### config.mk
export PLATFORM = sky130hd
export DESIGN_NAME = wst_top
export DESIGN_NICKNAME = d
export VERILOG_FILES = /design/src/shared/wst_pkg.sv /design/src/wst_top.sv
export SDC_FILE = /design/constraint.sdc
export NUM_CORES = 1
export LEC_CHECK = 0
export ABC_AREA = 1
export BUFFER_PORTS_ARGS = -buffer_cell sky130_fd_sc_hd__buf_2
export CORE_MARGIN = 3
export CORE_UTILIZATION = 25
export CTS_CLUSTER_SIZE = 16
export DETAILED_ROUTE_END_ITERATION = 8
export PLACE_DENSITY_LB_ADDON = 0.05
export REMOVE_ABC_BUFFERS = 1
export SYNTH_ARGS = -nofsm -noshare
export SYNTH_HDL_FRONTEND = slang
export SYNTH_SLANG_ARGS = --single-unit
### constraint.sdc
create_clock -name mclk_in -period 3.1 [get_ports mclk_in]
set_input_delay 0.62 -clock mclk_in [delete_from_list [all_inputs] [get_ports mclk_in]]
set_output_delay 0.62 -clock mclk_in [all_outputs]
set_load 0.005 [all_outputs]
### src/shared/wst_pkg.sv
// Package: register map, field layout and timing constants of the watchdog timer
package wst_pkg;

  // ==========================================================================
  // Clock and timing
  // ==========================================================================
  localparam int unsigned WST_CLK_PERIOD_PS = 25000;
  localparam int unsigned WST_PRESC_W = 12;
  localparam int unsigned WST_CNT_W = 8;

  // ==========================================================================
  // Register map
  // ==========================================================================
  localparam logic [7:0] WST_ADDR_CONTROL = 8'hdc;
  localparam logic [7:0] WST_ADDR_COUNT = 8'hdd;
  localparam logic [7:0] WST_CONTROL_RESET = 8'h00;
  localparam logic [7:0] WST_COUNT_RESET = 8'h00;

  // Control fields
  localparam int unsigned WST_SIG_MSB = 7;
  localparam int unsigned WST_SIG_LSB = 4;
  localparam int unsigned WST_SEL_MSB = 3;
  localparam int unsigned WST_SEL_LSB = 2;
  localparam int unsigned WST_CLR_COUNT_BIT = 1;
  localparam int unsigned WST_CLR_PRESC_BIT = 0;
  localparam logic [3:0] WST_SIG_DISABLE = 4'ha;
  localparam int unsigned WST_STAB_BIT = 4;

  // ==========================================================================
  // Clock selection
  // ==========================================================================
  typedef enum logic [1:0] {
    WST_SEL_DIV4096 = 2'h0,
    WST_SEL_DIV1024 = 2'h1,
    WST_SEL_DIV128 = 2'h2,
    WST_SEL_INVALID = 2'h3
  } wst_sel_e;

  localparam logic [11:0] WST_MASK_4096 = 12'hfff;
  localparam logic [11:0] WST_MASK_1024 = 12'h3ff;
  localparam logic [11:0] WST_MASK_128 = 12'h07f;

  typedef enum logic [1:0] {
    WST_MODE_STABILIZE,
    WST_MODE_RUN,
    WST_MODE_STOPPED
  } wst_mode_e;

  // Register access port bundle
  typedef struct packed {
    logic [7:0] addr;
    logic [7:0] wdata;
    logic wr;
    logic rd;
  } wst_bus_s;

endpackage : wst_pkg

### src/wst_top.sv
// Watchdog and oscillation stabilization timer with its register port
//
// Overview of operation
// - Counter clock is oscillator divided by 4096, 1024 or 128 via prescaler.
// - Eight-bit up-counter readable at DDH, writes to it are ignored.
// - Reset loads control with 00H: watchdog on, divide by 4096.
// - Watchdog reset is off only while control bits 7..4 hold 1010B.
// - Writing one to control bit 1 clears the counter.
// - Writing one to control bit 0 clears the prescaler.
// - Counter overflow out of bit 7 requests system reset when enabled.
// - After reset count at /4096; after stop wake at preset clock.
// - Counter bit 4 set ends stabilization and releases the CPU clock.
// - Stop release stabilization lasts 16 prescaled ticks; setting 11 invalid.
//
// Decided for this implementation: the address-and-strobe port.
`timescale 1ns/1ps
`default_nettype none

module wst_top
(
  input wire logic mclk_in,
  input wire logic reset_in,
  input wire wst_pkg::wst_bus_s bus_in,
  input wire logic stop_req_in,
  input wire logic wake_in,
  output logic [7:0] rdata_out,
  output logic wdt_reset_out,
  output logic cpu_clk_en_out
);

  // ==========================================================================
  // State
  // ==========================================================================
  typedef struct packed {
    logic [7:2] ctrl;
    logic [11:0] presc;
    logic [7:0] count;
    wst_pkg::wst_mode_e mode;
    logic [7:0] rdata;
    logic wdt_rst;
    logic clk_en;
    logic [1:0] wake_sync;
  } wst_state_s;

  wst_state_s st_reg;
  wst_state_s st_next;
  logic tick;
  logic ctrl_wr;
  logic wdt_enabled;
  logic [11:0] div_mask;

  // ==========================================================================
  // Next state
  // ==========================================================================
  always_comb
  begin
    st_next = st_reg;
    ctrl_wr = bus_in.wr && (bus_in.addr == wst_pkg::WST_ADDR_CONTROL);
    wdt_enabled = (st_reg.ctrl[7:4] != wst_pkg::WST_SIG_DISABLE);
    // Divider tap per selection; the invalid code yields no ticks at all
    unique case (wst_pkg::wst_sel_e'(st_reg.ctrl[3:2]))
      wst_pkg::WST_SEL_DIV4096: div_mask = wst_pkg::WST_MASK_4096;
      wst_pkg::WST_SEL_DIV1024: div_mask = wst_pkg::WST_MASK_1024;
      wst_pkg::WST_SEL_DIV128: div_mask = wst_pkg::WST_MASK_128;
      wst_pkg::WST_SEL_INVALID: div_mask = wst_pkg::WST_MASK_4096;
    endcase
    // Oscillator stands still in stop mode, so the prescaler freezes there
    tick = (st_reg.mode != wst_pkg::WST_MODE_STOPPED)
      && (st_reg.ctrl[3:2] != wst_pkg::WST_SEL_INVALID)
      && ((st_reg.presc & div_mask) == div_mask);

    // Wake pin is asynchronous: two flip-flops before use
    st_next.wake_sync = {st_reg.wake_sync[0], wake_in};
    st_next.wdt_rst = 1'b0;
    st_next.rdata = 8'h00;

    if (st_reg.mode != wst_pkg::WST_MODE_STOPPED)
    begin
      st_next.presc = st_reg.presc + 12'h001;
    end
    if (tick)
    begin
      st_next.count = st_reg.count + 8'h01;
      if (st_reg.count == 8'hff && wdt_enabled)
      begin
        st_next.wdt_rst = 1'b1;
      end
    end

    // Control write; clear bits act once and are not stored
    if (ctrl_wr)
    begin
      st_next.ctrl = bus_in.wdata[7:2];
      if (bus_in.wdata[wst_pkg::WST_CLR_COUNT_BIT])
      begin
        st_next.count = 8'h00;
        st_next.wdt_rst = 1'b0;
      end
      if (bus_in.wdata[wst_pkg::WST_CLR_PRESC_BIT])
      begin
        st_next.presc = 12'h000;
      end
    end

    // Register reads; the count register ignores writes
    if (bus_in.rd)
    begin
      if (bus_in.addr == wst_pkg::WST_ADDR_CONTROL)
      begin
        st_next.rdata = {st_reg.ctrl, 2'b00};
      end
      else if (bus_in.addr == wst_pkg::WST_ADDR_COUNT)
      begin
        st_next.rdata = st_reg.count;
      end
    end

    // Mode sequencing
    unique case (st_reg.mode)
      wst_pkg::WST_MODE_STABILIZE:
      begin
        st_next.clk_en = 1'b0;
        if (st_reg.count[wst_pkg::WST_STAB_BIT])
        begin
          st_next.mode = wst_pkg::WST_MODE_RUN;
          st_next.clk_en = 1'b1;
        end
      end
      wst_pkg::WST_MODE_RUN:
      begin
        st_next.clk_en = 1'b1;
        if (stop_req_in)
        begin
          st_next.mode = wst_pkg::WST_MODE_STOPPED;
          st_next.clk_en = 1'b0;
        end
      end
      wst_pkg::WST_MODE_STOPPED:
      begin
        st_next.clk_en = 1'b0;
        // Wake keeps the preset divider; fresh count gives 16 ticks to bit 4
        if (st_reg.wake_sync[1])
        begin
          st_next.mode = wst_pkg::WST_MODE_STABILIZE;
          st_next.count = 8'h00;
          st_next.presc = 12'h000;
        end
      end
    endcase
  end

  // ==========================================================================
  // Registers
  // ==========================================================================
  always_ff @(posedge mclk_in)
  begin
    if (reset_in)
    begin
      st_reg.ctrl <= wst_pkg::WST_CONTROL_RESET[7:2];
      st_reg.presc <= 12'h000;
      st_reg.count <= wst_pkg::WST_COUNT_RESET;
      st_reg.mode <= wst_pkg::WST_MODE_STABILIZE;
      st_reg.rdata <= 8'h00;
      st_reg.wdt_rst <= 1'b0;
      st_reg.clk_en <= 1'b0;
      st_reg.wake_sync <= 2'b00;
    end
    else
    begin
      st_reg <= st_next;
    end
  end

  assign rdata_out = st_reg.rdata;
  assign wdt_reset_out = st_reg.wdt_rst;
  assign cpu_clk_en_out = st_reg.clk_en;
endmodule // wst_top

`default_nettype wire

==> results.cfg <==
[clock_tree]
clock_latency_ns = 0.29
path_clk_slew_ns = 0.08
holdBufCountCts = 0
cts_setup_buffers = 0
h-tree-depth = 2
cts_root_buf = clkbuf_8
cts_made_buffers = 5
cts.path.max_buffers = 2
post_cts_resized = 0
cts_tree = yes
clock-sinks = 40

[setup_path]
end_kind = flip-flop
cpPeakStageDelay_ns = 0.40
setup.reg_to_reg.worst_slack_ns = 1.33
cp_data_arrival_time_ns = 1.97
worstRegToRegCells = 7
slowest_stage = nand3_1
crit_fanout = 14
cp_cell_sequence = buf_2 > inv_1 > nand2_1 > nor2_1 > nand3_1 > nor2_1 > nor2_1 > nand2_1 > nor2_1
startpoint_type = primary input
rr_endpoint = st_reg[18]
critPathMostFrequentCell = nor2_1
cp-startpoint = bus_in[15]
critPathCapture = st_reg[21]
crit_required_ns = 3.29
crit_type = primary input to flip-flop
r2r-start = st_reg[12]

[floorplanning]
coreArea_mm2 = 0.00777
die-width_um = 95.9
die_area_mm2 = 0.00920
start_util_pct = 26.0
die_h_um = 95.9
ios = 32
rows = 32

[timing]
fmax_mhz = 561
fin_crit_sh_pct = 57.5
hold_violations = 0
rsz0062_at_grt = no
max_slew_margin_pct = 68.7
report.final.slew_viol_count = 0
worst_pin_slew_ns = 0.468
fin_skew_ns = 0.00531
tns_ns = 0
setup_viol = 0
min_period_ns = 1.78

[logic_synthesis]
yosys-top-cells-count = nand2_1 (46), dfxtp_1 (40), nor2_1 (37)
synth_area_leaders = dfxtp_1 (40%), nand2_1 (8.5%), nor2_1 (6.9%)
synth_top_area_share_pct = 39.6
synth_seq_cells = 40
seq_area_frac_synth_pct = 39.6
yosysTopAreaCell = dfxtp_1
ys_types = 28
synthMuxAreaShare_pct = 0
synth_flop_cell = dfxtp_1
yosys_warnings = 0
avgSynthCellArea_um2 = 7.74
synth_cells = 261
syn_area_mm2 = 0.00202
synth_edf_count = 0
synth_fa_ha_area_share_pct = 4.95
synth_top_family_by_area = simple AND/OR/NAND/NOR gates
synth_xor_xnor_area_share_pct = 3.03
synthArstFlopShare_pct = 0
yosysMostFrequentCell = nand2_1
synth_compound_area_share_pct = 10.2
yosys.area_share.simple_pct = 31.5

[global_route]
grt_pass1_vias = 1599
grt_start_max_net_pins = 15
overflow = 0
grt_pass1_wl_um = 7730
antenna_found_initial = 0
grt_use_total_pct = 11.1

[pwr]
p_leak_nw = 1.04
p_comb_share_pct = 18.1
p_clk_share_pct = 37.2
max-vdd-ir-drop_uv = 212
power.total_mw = 1.27
p_sw_mw = 0.360
intPower_mw = 0.912
p_sw_share_pct = 28.3
p_seq_share_pct = 44.7
powerDensity_mw_per_mm2 = 538

[cells_and_area]
area_growth_pct = 17.0
fin_util_pct = 30.4
finalNetCount = 319
drive_gt1_share_pct = 22.1
finalNonFillerCells = 392
antennaDiodeCount = 0
postLayoutCellArea_mm2 = 0.00236
largest_register_ffs = 29
seqCellArea_um2 = 801
fillers = 877
multi_input_area_mm2 = 0.00100

[placed_design]
hpwl_um = 3700
dpl_cell_area_mm2 = 0.00224
placedCellCount = 384
place_congestion = 0.717
port_buffers = 31

[flow_run]
cap_violations = 0

[drt]
drtIter0Drc = 49
drtAntennaViolNets = 0
routed_wl_um = 4690
num_vias = 1674
wire_per_inst_um = 12.0
viasPerCell = 4.27
firstDrtPassIters = 4
drc_errors = 0

[outcome]
outcome = completed

[hold_path]
holdCritPathClass = flip-flop to flip-flop
==> worst max-delay path, delay by kind of cell <==
| family | cells | cell delay (ns) |
|---|---|---|
| buf+inv | 2 | 0.13 |
| simple gates | 7 | 1.22 |
==> how the worst min path moves through the flow <==
| stage | startpoint | to | slack, ns | cells past startpoint |
|---|---|---|---|---|
| 2_1_floorplan | st_next[1] | st_reg[1] | 0.39 | 2 |
| 3_3_place_gp | st_next[1] | st_reg[1] | 0.40 | 2 |
| 3_5_place_dp | st_next[1] | st_reg[1] | 0.40 | 2 |
| 4_1_cts | st_next[1] | st_reg[1] | 0.41 | 2 |
| 5_1_grt | st_next[1] | st_reg[1] | 0.45 | 2 |
| 6_report | st_next[1] | st_reg[1] | 0.40 | 2 |
==> through the flow <==
stage | setup WS [ns] | hold WS (ns)
finish | 1.32 | 0.403
global route | 1.03 | 0.449
CTS | 1.24 | 0.408
detailed placement | 0.941 | 0.396
global placement | 0.953 | 0.397
floorplan | 1.41 | 0.388
==> cell type report <==
type                            instances  share of cell area (%)
Clock inverter                          1                    1.27
Clock buffer                            7                    4.08
Tap cell                              102                    5.40
Sequential cell                        40                    33.9
Inverter                               38                    6.03
Timing Repair Buffer                   32                    6.88
Multi-Input combinational cell        172                    42.5
==> power by group through the flow <==
stage / sequential [mW] / combinational (mW) / clock [mW]
finish: 0.569 / 0.230 / 0.474
CTS: 0.569 / 0.235 / 0.498
floorplan: 0.578 / 0.170 / 0
detailed placement: 0.581 / 0.235 / 0
global placement: 0.581 / 0.240 / 0
global route: 0.574 / 0.267 / 0.513
==> cells in the final DEF, fill, tap and decap left out, drive strengths merged <==
cell type,n
nor2,44
o21ai,11
o32ai,6
a21oi,15
nor3,5
clkbuf,7
nand4,7
buf,32
ha,8
inv,38
nand3,18
xor2,7
nand2,49
dfxtp,40
bufinv,1
nand3b,1
o211ai,1
==> metal layers <==
layer	routed length, µm	GRT usage, %	up-vias
met5	0	0	-
met4	63	3.55	0
met3	186	2.66	6
met2	2030	17.1	25
met1	2400	15.1	758
li1	-	-	885
==> kinds of logic (layout without fill, tap and decap cells) <==
kind of cell	count (synthesis)	after routing
AOI/OAI and AO/OA	33	33
adders and majority gates	8	8
DFF	40	40
xor gates and xnor gates	7	7
buffers and inverters	49	78
and+or+nand+nor	124	124
Note: power is estimated with default switching activity, not from simulation.
